<file path="config.mk">
export PLATFORM = sky130hd
export DESIGN_NAME = psv_core
export DESIGN_NICKNAME = d
export VERILOG_FILES = /design/src/core/psv_pkg.sv /design/src/core/psv_sum_if.sv /design/src/core/psv_sum.sv /design/src/core/psv_core.sv
export SDC_FILE = /design/constraint.sdc
export NUM_CORES = 1
export LEC_CHECK = 0
export BUFFER_PORTS_ARGS = -buffer_cell sky130_fd_sc_hd__buf_2
export CAP_MARGIN = 20
export CORE_UTILIZATION = 35
export CTS_CLUSTER_DIAMETER = 40
export DETAILED_ROUTE_END_ITERATION = 16
export PLACE_DENSITY_LB_ADDON = 0.25
export SLEW_MARGIN = 30
export SYNTH_ARGS = -nofsm -noshare
export SYNTH_HDL_FRONTEND = slang
export SYNTH_SLANG_ARGS = --single-unit
</file>
<file path="constraint.sdc">
create_clock -name i_clock -period 7.6 [get_ports i_clock]
set_input_delay 0.76 -clock i_clock [delete_from_list [all_inputs] [get_ports i_clock]]
set_output_delay 0.76 -clock i_clock [all_outputs]
set_load 0.01 [all_outputs]
</file>
<file path="src/core/psv_pkg.sv">
// Constants for program space vectoring: address map and widths.
// Assumes a 13-bit program counter over an 8K x 16 program store.
package psv_pkg;
  localparam int          PSV_PC_W       = 13;
  localparam int          PSV_WORD_W     = 16;
  localparam int          PSV_DEPTH      = 8192;
  localparam logic [12:0] PSV_RESET_VEC  = 13'h0000;
  localparam logic [12:0] PSV_IRQ_VEC    = 13'h0008;
  localparam logic [12:0] PSV_RSV_LO     = 13'h0004;
  localparam logic [12:0] PSV_RSV_HI     = 13'h0007;
  localparam logic [12:0] PSV_USER_LO    = 13'h0010;
  localparam logic [12:0] PSV_USER_HI    = 13'h1ffe;
  localparam logic [12:0] PSV_LAST_ADDR  = 13'h1fff;
  localparam int          PSV_STACK_D    = 8;
  localparam logic [2:0]  PSV_SP_RESET   = 3'h0;
  localparam logic [15:0] PSV_SUM_RESET  = 16'h0000;
endpackage

</file>
<file path="src/core/psv_sum_if.sv">
// Carries checksum accumulation between the vectoring core and its summer.
// Assumes both ends share i_clock.
`timescale 1ns/1ns
interface psv_sum_if;
  logic        valid;
  logic        clear;
  logic [12:0] addr;
  logic [15:0] data;
  logic [15:0] sum;
  modport core (output valid, output clear, output addr, output data, input sum);
  modport summer (input valid, input clear, input addr, input data, output sum);
endinterface

</file>
<file path="src/core/psv_sum.sv">
// Checksum accumulator over fetched program words.
// Assumes one word per valid cycle, same clock as the core.
`timescale 1ns/1ns
module psv_sum
  import psv_pkg::*;
(
  // Clock and reset
  input  wire logic i_clock,
  input  wire logic i_arst_n,
  // Word stream
  psv_sum_if.summer sum_port
);
  logic [15:0] sum_q;
  logic [15:0] sum_d;
  logic        excl;

  always_comb
  begin
    // Reserved words and the final word do not count
    excl  = ((sum_port.addr >= PSV_RSV_LO) && (sum_port.addr <= PSV_RSV_HI))
            || (sum_port.addr == PSV_LAST_ADDR);
    sum_d = sum_q;
    if (sum_port.clear)
      sum_d = PSV_SUM_RESET;
    else if (sum_port.valid && !excl)
      sum_d = sum_q + sum_port.data;
  end

  always_ff @(posedge i_clock or negedge i_arst_n)
  begin
    if (!i_arst_n)
      sum_q <= PSV_SUM_RESET;
    else
      sum_q <= sum_d;
  end

  assign sum_port.sum = sum_q;
endmodule // psv_sum

</file>
<file path="src/core/psv_core.sv">
// Program counter sequencing, reset and interrupt vectoring, return stack.
// Assumes fetch logic gives one step command per cycle; memory has no wait.
// What this block does
// - Addresses 8192 sixteen-bit words through a 13-bit program counter.
// - Power-on or watchdog reset loads counter with zero, registers to defaults; watchdog keeps the stack slots.
// - Interrupt entry pushes counter onto stack, then jumps to word eight.
// - Checksum skips words four to seven and the last word.
`timescale 1ns/1ns
module psv_core
  import psv_pkg::*;
#(
  parameter int STACK_D = PSV_STACK_D
)
(
  // Clock and reset
  input  wire logic                  i_clock,
  input  wire logic                  i_arst_n,
  input  wire logic                  i_wdt_reset,
  // Fetch commands
  input  wire logic                  i_advance,
  input  wire logic                  i_jump,
  input  wire logic [PSV_PC_W-1:0]   i_jump_addr,
  input  wire logic                  i_irq_take,
  input  wire logic                  i_iret,
  // Program memory
  input  wire logic [PSV_WORD_W-1:0] i_mem_data,
  // Status
  output logic [PSV_PC_W-1:0]        o_pc,
  output logic                       o_fetch_valid,
  output logic                       o_in_irq,
  output logic                       o_rsv_fault,
  output logic [PSV_WORD_W-1:0]      o_checksum
);
  typedef enum logic [1:0] {PSV_RST, PSV_RUN} psv_state_e;

  psv_state_e                 state_q;
  psv_state_e                 state_d;
  logic [PSV_PC_W-1:0]        pc_q;
  logic [PSV_PC_W-1:0]        pc_d;
  logic [PSV_PC_W-1:0]        stk_q [STACK_D];
  logic [PSV_PC_W-1:0]        stk_d [STACK_D];
  logic [2:0]                 sp_q;
  logic [2:0]                 sp_d;
  logic                       fv_q;
  logic                       fv_d;
  logic                       fault_q;
  logic                       fault_d;
  logic [2:0]                 sp_top;
  logic                       push;
  logic                       pop;
  logic                       restart;
  // Occupancy needs one bit more than the pointer
  logic [3:0]                 depth_q;
  logic [3:0]                 depth_d;
  logic                       in_irq_q;
  logic                       in_irq_d;

  psv_sum_if sum_bus ();

  psv_sum u_sum
  (
    .i_clock  (i_clock),
    .i_arst_n (i_arst_n),
    .sum_port (sum_bus.summer)
  );

  assign sp_top = sp_q - 3'h1;

  always_comb
  begin
    state_d = state_q;
    pc_d    = pc_q;
    sp_d    = sp_q;
    fv_d    = 1'b0;
    fault_d = fault_q;
    push    = 1'b0;
    pop     = 1'b0;
    restart = 1'b0;
    case (state_q)
      PSV_RST:
      begin
        // One idle cycle after reset so the first fetch is word zero
        pc_d    = PSV_RESET_VEC;
        fv_d    = 1'b1;
        state_d = PSV_RUN;
      end
      PSV_RUN:
      begin
        if (i_wdt_reset)
        begin
          pc_d    = PSV_RESET_VEC;
          sp_d    = PSV_SP_RESET;
          fault_d = 1'b0;
          restart = 1'b1;
          state_d = PSV_RST;
        end
        else if (i_irq_take)
        begin
          push = 1'b1;
          sp_d = sp_q + 3'h1;
          pc_d = PSV_IRQ_VEC;
          fv_d = 1'b1;
        end
        else if (i_iret)
        begin
          pc_d = stk_q[sp_top];
          sp_d = sp_top;
          pop  = 1'b1;
          fv_d = 1'b1;
        end
        else if (i_jump)
        begin
          pc_d = i_jump_addr;
          fv_d = 1'b1;
        end
        else if (i_advance)
        begin
          // Counter wraps at 13 bits; no store beyond 8K words
          pc_d = pc_q + 13'h0001;
          fv_d = 1'b1;
        end
        // Sticky flag: the image strayed into the reserved words
        if (fv_d && (pc_d >= PSV_RSV_LO) && (pc_d <= PSV_RSV_HI))
          fault_d = 1'b1;
      end
      default:
        state_d = PSV_RST;
    endcase
  end

  always_ff @(posedge i_clock or negedge i_arst_n)
  begin
    if (!i_arst_n)
    begin
      state_q <= PSV_RST;
      pc_q    <= PSV_RESET_VEC;
      sp_q    <= PSV_SP_RESET;
      fv_q    <= 1'b0;
      fault_q <= 1'b0;
    end
    else
    begin
      state_q <= state_d;
      pc_q    <= pc_d;
      sp_q    <= sp_d;
      fv_q    <= fv_d;
      fault_q <= fault_d;
    end
  end

  // One slot per entry; only the slot under the pointer takes the saved counter
  for (genvar g = 0; g < STACK_D; g++)
  begin : g_stack
    always_comb
    begin
      stk_d[g] = stk_q[g];
      if (push && (sp_q == 3'(g)))
        stk_d[g] = pc_q;
    end

    always_ff @(posedge i_clock or negedge i_arst_n)
    begin
      if (!i_arst_n)
        stk_q[g] <= '0;
      else
        stk_q[g] <= stk_d[g];
    end
  end

  // Occupancy kept apart from the pointer: eight pushes wrap the 3-bit pointer to zero,
  // which would read as an empty stack while it is full
  always_comb
  begin
    depth_d = depth_q;
    if (restart)
      depth_d = 4'h0;
    else if (push)
    begin
      // Overflow wraps the stack silently; the count only saturates
      if (depth_q != 4'(STACK_D))
        depth_d = depth_q + 4'h1;
    end
    else if (pop)
    begin
      if (depth_q != 4'h0)
        depth_d = depth_q - 4'h1;
    end
    in_irq_d = (depth_d != 4'h0);
  end

  always_ff @(posedge i_clock or negedge i_arst_n)
  begin
    if (!i_arst_n)
    begin
      depth_q  <= 4'h0;
      in_irq_q <= 1'b0;
    end
    else
    begin
      depth_q  <= depth_d;
      in_irq_q <= in_irq_d;
    end
  end

  // Fetched word of the current counter feeds the checksum
  assign sum_bus.valid = fv_q;
  assign sum_bus.clear = (state_q == PSV_RST);
  assign sum_bus.addr  = pc_q;
  assign sum_bus.data  = i_mem_data;

  assign o_pc          = pc_q;
  assign o_fetch_valid = fv_q;
  assign o_in_irq      = in_irq_q;
  assign o_rsv_fault   = fault_q;
  assign o_checksum    = sum_bus.sum;
endmodule // psv_core

</file>
## Word level (Yosys, flattened, before mapping)

Cells that the tools add are included.

| word-level totals | value |
|---|---|
| flip-flop bits (word level) | 145 |
| bits of input ports | 36 |
| output and inout bits | 32 |
| word-level logic and storage cells | 103 |

| operators by class | value |
|---|---|
| add/sub/neg operators | 6 |
| order comparisons | 5 |
| eq/ne operators | 11 |
| muxes and demuxes | 40 |
| bitwise gates (word level) | 1 |
| reductions and logical operators | 24 |

Operators with widths:

| cell | count |
|---|---|
| $mux W13 | 8 |
| $bmux W13 S3 | 1 |
| $mux W16 | 2 |
| $ge A13 B3 Y1 const B | 2 |
| $le A13 B3 Y1 const B | 2 |
| $pmux W13 S2 | 1 |
| $mux W4 | 5 |
| $mux W1 | 17 |
| $add A16 B16 Y16 | 1 |
| $add A13 B1 Y13 const B | 1 |
| $eq A13 B13 Y1 const B | 1 |
| $eq A3 B3 Y1 const B | 4 |
| $logic_and A1 B1 Y1 | 12 |
| $mux W3 | 3 |
| $reduce_bool A4 Y1 | 2 |
| $eq A3 B2 Y1 const B | 2 |
| $reduce_bool A2 Y1 | 3 |
| $add A4 B1 Y4 const B | 1 |
| $ge A4 B4 Y1 const B | 1 |
| $ne A4 B4 Y1 const B | 1 |
| $not A3 Y4 | 1 |
| $pmux W2 S2 | 1 |
| $reduce_and A2 Y1 | 2 |
| $sub A4 B1 Y4 const B | 1 |
| 12 further kinds | 12 |

## Logic depth before layout (Yosys ltp)

Gate-level depths: netlist (run 1).

| logic depth | value |
|---|---|
| depth in word-level cells | 14 |
| gate-level depth with buffers | 12 |
| depth with buffers taken out | 9 |

## Hierarchy

From an unflattened synthesis (run 1), not the netlist that was laid out.

| unflattened totals | value |
|---|---|
| cells, all modules | 703 |
| area total of the unflattened synthesis | 8003.9 µm² |

Modules (own cells, without submodules):

| module | instances | cells an instance | area each (µm²) |
|---|---|---|---|
| psv_core | 1 | 515 | 6444.9 |
| psv_sum | 1 | 188 | 1559.0 |

## Worst setup path after synthesis (run 1)

OpenSTA, ideal clock, no wires.

| timing | value |
|---|---|
| path kind | input port to flip-flop |
| from | in i_mem_data[0] |
| to | reg u_sum.sum_q[14] (netlist: u_sum.sum_port.sum[14]) |
| setup time | 0.077 ns |
| arrival time | 2.552 ns |
| data required time | 7.523 ns |
| slack | 4.971 ns |
| cell stages on the path | 9 |
| buffers on the path | 0 |
| path through | ha_1 > fa_1 > a21oi_1 > a2bb2oi_1 > a21oi_1 > a221oi_1 > a211oi_1 > xnor2_1 > a21oi_1 |

| between the ends | value |
|---|---|
| word-level cells in the longest chain between the ends | 3 |

Ends and longest elaborated chain:

| what | line | source |
|---|---|---|
| from (decl) | psv_core.sv:26 | `input wire logic [PSV_WORD_W-1:0] i_mem_data,` |
| $add A16 B16 Y16 | psv_sum.sv:26 | `sum_d = sum_q + sum_port.data;` |
| $mux W16 | psv_sum.sv:25 | `else if (sum_port.valid && !excl)` |
| $mux W16 | psv_sum.sv:23 | `if (sum_port.clear)` |
| to (signal assigned) | psv_sum.sv:34 | `sum_q <= sum_d;` |
| to (decl) | psv_sum.sv:13 | `logic [15:0] sum_q;` |

Every way passes these cells. The select of a mux whose other input is x is not followed.
A chain may end at the register's enable or synchronous reset.

## Worst setup path after layout (run 1)

| timing | value |
|---|---|
| from | reg sp_q[0] |
| to | reg fault_q (netlist: o_rsv_fault) |

| between the ends | value |
|---|---|
| word-level cells in the longest chain between the ends | 14 |
| elaborated cells on any way between the ends | 16 |

Ends and longest elaborated chain:

| what | line | source |
|---|---|---|
| from (decl) | psv_core.sv:42 | `logic [2:0] sp_q;` |
| from (signal assigned) | psv_core.sv:145 | `sp_q <= sp_d;` |
| $sub A3 B1 Y3 * | psv_core.sv:67 | `assign sp_top = sp_q - 3'h1;` |
| $not A3 Y4 (not written as such) * | psv_core.sv:106 | `pc_d = stk_q[sp_top];` |
| $bmux W13 S3 * | psv_core.sv:106 |  |
| $mux W13 (not written as such) * (2 in a row) | psv_core.sv:106 |  |
| $mux W13 * | psv_core.sv:104 | `else if (i_iret)` |
| $mux W13 * | psv_core.sv:97 | `else if (i_irq_take)` |
| $mux W13 * | psv_core.sv:89 | `if (i_wdt_reset)` |
| $mux W13 * | psv_core.sv:79 | `case (state_q)` |
| $ge A13 B3 Y1 | psv_core.sv:123 | `if (fv_d && (pc_d >= PSV_RSV_LO) && (pc_d <= PSV_RSV_HI))` |
| $logic_and A1 B1 Y1 | psv_core.sv:123 |  |
| $logic_and A1 B1 Y1 * | psv_core.sv:123 |  |
| $reduce_bool A2 Y1 (no source line) | n/a |  |
| $reduce_and A2 Y1 (no source line) | n/a |  |
| to (signal assigned) | psv_core.sv:147 | `fault_q <= fault_d;` |
| to (decl) | psv_core.sv:46 | `logic fault_q;` |

Mark *: on every way between the ends. The rest lies on a longest branch, timed or not. The select of a mux whose other input is x is not followed.

==> summary.md, run 1 <==
| Metric | Value |
|---|---|
| Max clock buf depth | `2` |
| Total power | `2520 uW` |
| Final Worst Setup Slack | `4.52 ns` |
| Worst setup SP type | `flip-flop` |
| Hold slack | `0.348 ns` |
| Syn_nets | `730` |
| Worst VDD drop | `0.172 mV` |
| CTS tree | `built` |
| Max Cap Viol | `0` |
| Via Count | `5464` |
| Seq cells post-synth | `144` |
| Sink Count | `144` |
| Syn. warnings | `0` |
| Hold_buf cts | `0` |
| Class of the worst hold path | `in -> async` |
| WP data arrival | `3.44 ns` |
| Most common cell in the netlist | `dfrtp_1` |
| Crit path time final | `3.08 ns` |
| DR vias/cell | `5.42` |
| Worst setup path category | `reg -> reg` |
| Core area | `21800 sq um` |
| Worst path cell trace | `inv_1 > ha_1 > xor2_2 > buf_4 > mux2i_1 > nand2_1 > o211a_1 > nor4_1 > a32o_1` |
| Max-slew headroom | `34.5%` |
| FF-to-FF setup slack | `4.52 ns` |
| H-tree depth | `4` |
| Hold violation count in the final report | `0` |
| Worst-Margin Slew | `0.979 ns` |
| Worst EP required | `7.96 ns` |
| CTS buffer count | `17` |
| Area share of the leading cell type in the synthesized netlist | `46.6%` |
| Final period util | `40.6%` |
| Setup Viol. Count Final | `0` |
| Worst-case clock skew | `0.00942 ns` |
| Io pins | `68` |
| Synth Flop Type | `dfrtp_1` |
| N_diodes | `0` |
| EDFF count, synth | `0` |
| Worst-skew pair later-pin latency | `0.42 ns` |
| Post-synth top cells | `dfrtp_1 (144), mux2_2 (73), nand2_1 (68)` |
| Syn Std Cell Area | `7730 sq um` |
| Drc violations | `0` |
| I/O Buffers | `67` |
| Placer Congestion | `0.907` |
| Initial antenna violation count | `0` |
| Status | `finished, final reports clean` |
| RSZ-0062 raised after global routing | `no` |
| Seq/Total Area, Yosys | `46.6%` |
| Inst Count DP | `977` |
| PD cells | `284 nW/um^2` |
| Post-CTS repair timing setup buffer count | `0` |
| Tot GR Track Use | `18.2%` |
| Die Y | `151 um` |
| Routed Antenna Nets | `0` |
| Pre-CTS setup slack | `4.21 ns` |
| Final HPWL DP | `12900 um` |
| Yosys top cell by area | `dfrtp_1` |
| Worst path slowest cell | `dfrtp_4` |
| Setup TNS | `0 ns` |
| Grt ovf | `0` |
| Area delta synth->final | `14.7%` |
| Number of detailed-route iterations in the first pass | `4` |
| First-pass GRT wire length | `31100 um` |
| Rows | `54` |
| Synth cell types | `65` |
| WL/cell | `19.0 um` |
| Clock root buffer | `clkbuf_16` |
| Die area | `22700 sq um` |
| Number of global-route vias before repair | `5561` |
| Drt total wl | `19200 um` |
| # fillers | `2051` |
| Clock transition at the registers of the reported paths | `0.06 ns` |
| Final Slew Violations | `0` |
| Async SR Flop Fraction | `100%` |
| Finished Layout Cells | `1009` |
| Leakage power figure | `0.00422 uW` |
| Nets | `779` |
| Initial drt markers | `333` |
| Ranking of synthesized cells by area | `dfrtp_1 (47%), mux2_2 (11%), mux4_2 (6.4%)` |
| Max incr delay on CP | `0.81 ns` |
| Largest net degree at the start of global routing | `80` |
| Die Span X | `151 um` |
| CP endpoint kind | `flip-flop` |
| Syn Inst Count | `667` |
| Avg Cell Area, Syn | `11.6 sq um` |
| Max Freq | `0.324 GHz` |
| Share of layout cells above drive strength 1 | `28.3%` |
| Cts repair resizes | `0` |
| Crit path max fanout | `31` |
| Initial Utilization | `35.5%` |
==> worst paths after layout <==
kind | start | end | cells after the start
min reg2reg | stk_q[66] | stk_q[66] | 2
max reg2reg | sp_q[0] | o_rsv_fault | 9
max in group asynchronous | i_arst_n | stk_q[58] | 2
max | sp_q[0] | o_rsv_fault | 9
min in group i_clock | stk_q[66] | stk_q[66] | 2
min | i_arst_n | u_sum.sum_port.sum[4] | 1
==> metrics by stage <==
step / util [%] / instance area, sq um
6_report: 40.8 / 8870
5_1_grt: 40.8 / 8870
4_1_cts: 40.7 / 8860
3_5_place_dp: 37.8 / 8230
3_3_place_gp: 37.8 / 8230
2_1_floorplan: - / 7730
==> power by group <==
part / switching [uW] / internal, uW
Clock: 327 / 560
Sequential: 91.6 / 859
Combinational: 367 / 311
Total: 786 / 1730
==> layer usage <==
| metal | wire [um] | track usage (%) |
|---|---|---|
| met1 | 8910 | 24.1 |
| met2 | 8980 | 29.4 |
| met3 | 968 | 4.39 |
| met4 | 297 | 5.70 |
| met5 | 0 | 0 |
==> state kept, by name, summed over array words and instances, names as in the netlist <==
name / cells
stk_q: 104
u_sum.sum_port.sum: 16
o_in_irq: 1
o_pc: 13
depth_q: 4
o_fetch_valid: 1
sp_q: 3
o_rsv_fault: 1
state_q: 1
==> critical path: cells and delay by family, from the launching register on <==
family	cells	cell delay (ns)
fa+ha+maj	1	0.29
simple gates	2	0.40
flops	1	0.81
buf+inv	2	0.49
compound gates	2	0.36
mux	1	0.22
xor+xnor	1	0.44
==> layout make-up <==
class | count | area (sq um) | share of cell area, %
Timing Repair Buffer | 71 | 372 | 4.19
Clock inverter | 12 | 181 | 2.05
Clock buffer | 20 | 447 | 5.04
Tap cell | 280 | 350 | 3.95
Sequential cell | 144 | 3610 | 40.7
Multi-Input combinational cell | 468 | 3860 | 43.5
Inverter | 14 | 52.6 | 0.593
==> cells by family (layout without fill, tap and decap cells) <==
| kind of cell | after synthesis | in the layout | synth area share [%] |
|---|---|---|---|
| multiplexers | 125 | 125 | 21.8 |
| buffers and inverters | 55 | 117 | 3.63 |
| AO/OA/AOI/OAI | 123 | 123 | 9.97 |
| flip-flops | 144 | 144 | 46.6 |
| adder cells (fa/ha/maj) | 27 | 27 | 4.47 |
| XOR/XNOR | 24 | 24 | 2.82 |
| AND/OR/NAND/NOR | 169 | 169 | 10.7 |
==> placed cells by master (no fill, tap or decap), types with 9 or more instances in the layout <==
| cell | Yosys | routed |
|---|---|---|
| nor2_1 | 27 | 27 |
| mux4_2 | 22 | 22 |
| buf_2 | 13 | 66 |
| xor2_1 | 11 | 11 |
| nand2_1 | 68 | 68 |
| ha_1 | 26 | 26 |
| inv_1 | 13 | 13 |
| nor2b_1 | 14 | 14 |
| mux2_2 | 73 | 73 |
| dfrtp_1 | 144 | 143 |
| nor3_1 | 9 | 9 |
| clkbuf_16 | 0 | 17 |
| xnor2_1 | 12 | 12 |
| a21oi_1 | 22 | 22 |
| o21ai_0 | 51 | 51 |
| mux2i_1 | 26 | 26 |
Power figures use the tool's default switching activity.
==> run 2, diff against run 1 <==
==> constraint.sdc (replaced) <==
create_clock -name i_clock -period 2.8 [get_ports i_clock]
set_input_delay 0.28 -clock i_clock [delete_from_list [all_inputs] [get_ports i_clock]]
set_output_delay 0.28 -clock i_clock [all_outputs]
set_load 0.01 [all_outputs]
==> summary.md, run 2 (synthesis gave the netlist of run 1 again) <==
| Metric | Value |
|---|---|
| Hold Path Cell Cnt | `2` |
| Cts repair resizes | `0` |
| Clock root buffer | `clkbuf_16` |
| Finished Layout Cells | `1030` |
| Commonest non-fill, non-tap cell in the layout | `dfrtp_1` |
| CP dominant cell by count | `a21oi_1` |
| First-pass GRT wire length | `31600 um` |
| Worst EP required | `3.09 ns` |
| Max Freq | `0.393 GHz` |
| Max Cap Viol | `0` |
| Most flops, register | `stk_q` |
| # fillers | `2091` |
| Max clock buf depth | `2` |
| Clk network pwr share | `34.5%` |
| Levels on crit path | `9` |
| DR vias/cell | `5.37` |
| Final HPWL DP | `13300 um` |
| Worst path cell trace | `ha_1 > fa_1 > a21oi_1 > a2bb2oi_1 > a21oi_1 > a221oi_1 > a211oi_1 > xnor2_1 > a21oi_1` |
| Max-slew headroom | `47.6%` |
| CP endpoint kind | `flip-flop` |
| Reg power frac | `37.2%` |
| Crit path time final | `2.55 ns` |
| CTS buffer count | `17` |
| Tot GR Track Use | `18.8%` |
| Inst Count DP | `997` |
| Drt total wl | `19800 um` |
| Worst path slowest cell | `fa_1` |
| WP buf/inv | `0` |
| Io pins | `68` |
| Switching pwr | `2170 uW` |
| Initial drt markers | `346` |
| Crit path max fanout | `3` |
| Sink Count | `144` |
| Worst-case clock skew | `0.00789 ns` |
| Largest net degree at the start of global routing | `91` |
| Setup Viol. Count Final | `0` |
| RSZ-0062 raised after global routing | `no` |
| Share of layout cells above drive strength 1 | `29.6%` |
| Combinational share of power | `28.2%` |
| Status | `finished, final reports clean` |
| Routed Antenna Nets | `0` |
| Worst-Margin Slew | `0.787 ns` |
| Initial Utilization | `35.5%` |
| WL/cell | `19.2 um` |
| Final Slew Violations | `0` |
| Die area | `22700 sq um` |
| P_int | `4630 uW` |
| Total power | `6800 uW` |
| WP data arrival | `2.84 ns` |
| PD cells | `754 nW/um^2` |
| Max FFs per register | `104` |
| Placer Congestion | `0.853` |
| Worst setup path category | `reg -> reg` |
| Final Core Density | `41.4%` |
| Rows | `54` |
| Worst setup SP type | `flip-flop` |
| Nets | `800` |
| Area delta synth->final | `16.7%` |
| Worst-skew pair later-pin latency | `0.42 ns` |
| R2R depth | `9` |
| Final period util | `90.9%` |
| Hold violation count in the final report | `0` |
| CP delay by family, top | `compound AO/OA/AOI/OAI gates` |
| Initial antenna violation count | `0` |
| Clock transition at the registers of the reported paths | `0.06 ns` |
| Worst VDD drop | `0.367 mV` |
| Core area | `21800 sq um` |
| Sw frac | `31.9%` |
| Grt ovf | `0` |
| Setup TNS | `0 ns` |
| CTS tree | `built` |
| Leakage power figure | `0.00432 uW` |
| Number of detailed-route iterations in the first pass | `7` |
| Drc violations | `0` |
| Number of global-route vias before repair | `5732` |
| Via Count | `5528` |
| Die Span X | `151 um` |
| H-tree depth | `4` |
| Die Y | `151 um` |
| Hold slack | `0.238 ns` |
| Commonest non-fill, non-tap cells in the layout | `dfrtp_1 (143), mux2_2 (73), nand2_1 (68)` |
| Class of the worst hold path | `in -> reg` |
| Max incr delay on CP | `0.42 ns` |
| I/O Buffers | `67` |
run 2: power by group through the flow:
stage | logic [uW] | clock network [uW] | registers [uW]
6_report | 1920 | 2350 | 2530
5_1_grt | 2130 | 2500 | 2560
4_1_cts | 1930 | 2390 | 2530
3_5_place_dp | 1920 | 0 | 2560
3_3_place_gp | 1880 | 0 | 2540
2_1_floorplan | 1370 | 0 | 2560
run 2: worst reg2reg max path, delay by kind of cell, from the launching register on:
family | cells | cell delay [ns]
AO/OA/AOI/OAI | 6 | 1.21
XOR/XNOR | 1 | 0.16
adder cells (fa/ha/maj) | 2 | 0.65
flip-flops | 1 | 0.39
run 2: timing repair:
item,4_1_cts,5_1_grt
hold buffers,1,0
buffers inserted,0,0
hold endpoints to repair,3,0
run 2: cell type report:
class,count,area (sq um),area share (%)
sequential,144,3600,40.0
timing repair buffer,92,559,6.20
clock buffer,20,447,4.95
clock inverter,11,155,1.72
inverter,14,52.6,0.583
multi-input combinational,468,3850,42.7
antenna,1,2.50,0.0278
tap,280,350,3.89
run 2: worst paths after layout:
check | from | endpoint | slack (ns)
hold / removal | i_irq_take | o_pc[1] | 0.24
setup reg to reg | u_sum.sum_port.sum[0] | u_sum.sum_port.sum[14] | 0.25
setup / recovery | u_sum.sum_port.sum[0] | u_sum.sum_port.sum[14] | 0.25
min in group asynchronous | i_arst_n | u_sum.sum_port.sum[3] | 0.50
max in group asynchronous | i_arst_n | stk_q[79] | 1.49
hold reg to reg | stk_q[14] | stk_q[14] | 0.48
run 2: through the flow:
step	area (sq um)	setup slack (ns)
finish	9020	0.254
global route	9010	0.0150
CTS	9010	0.267
detailed placement	8400	0.294
global placement	8400	0.300
floorplan	7730	0.187
run 2: routing by layer:
metal,global-route usage [%],up-vias,wire [um]
li1,-,2574,-
met1,24.8,2767,8830
met2,29.8,157,9310
met3,4.48,30,1170
met4,7.10,0,488
met5,0,-,0
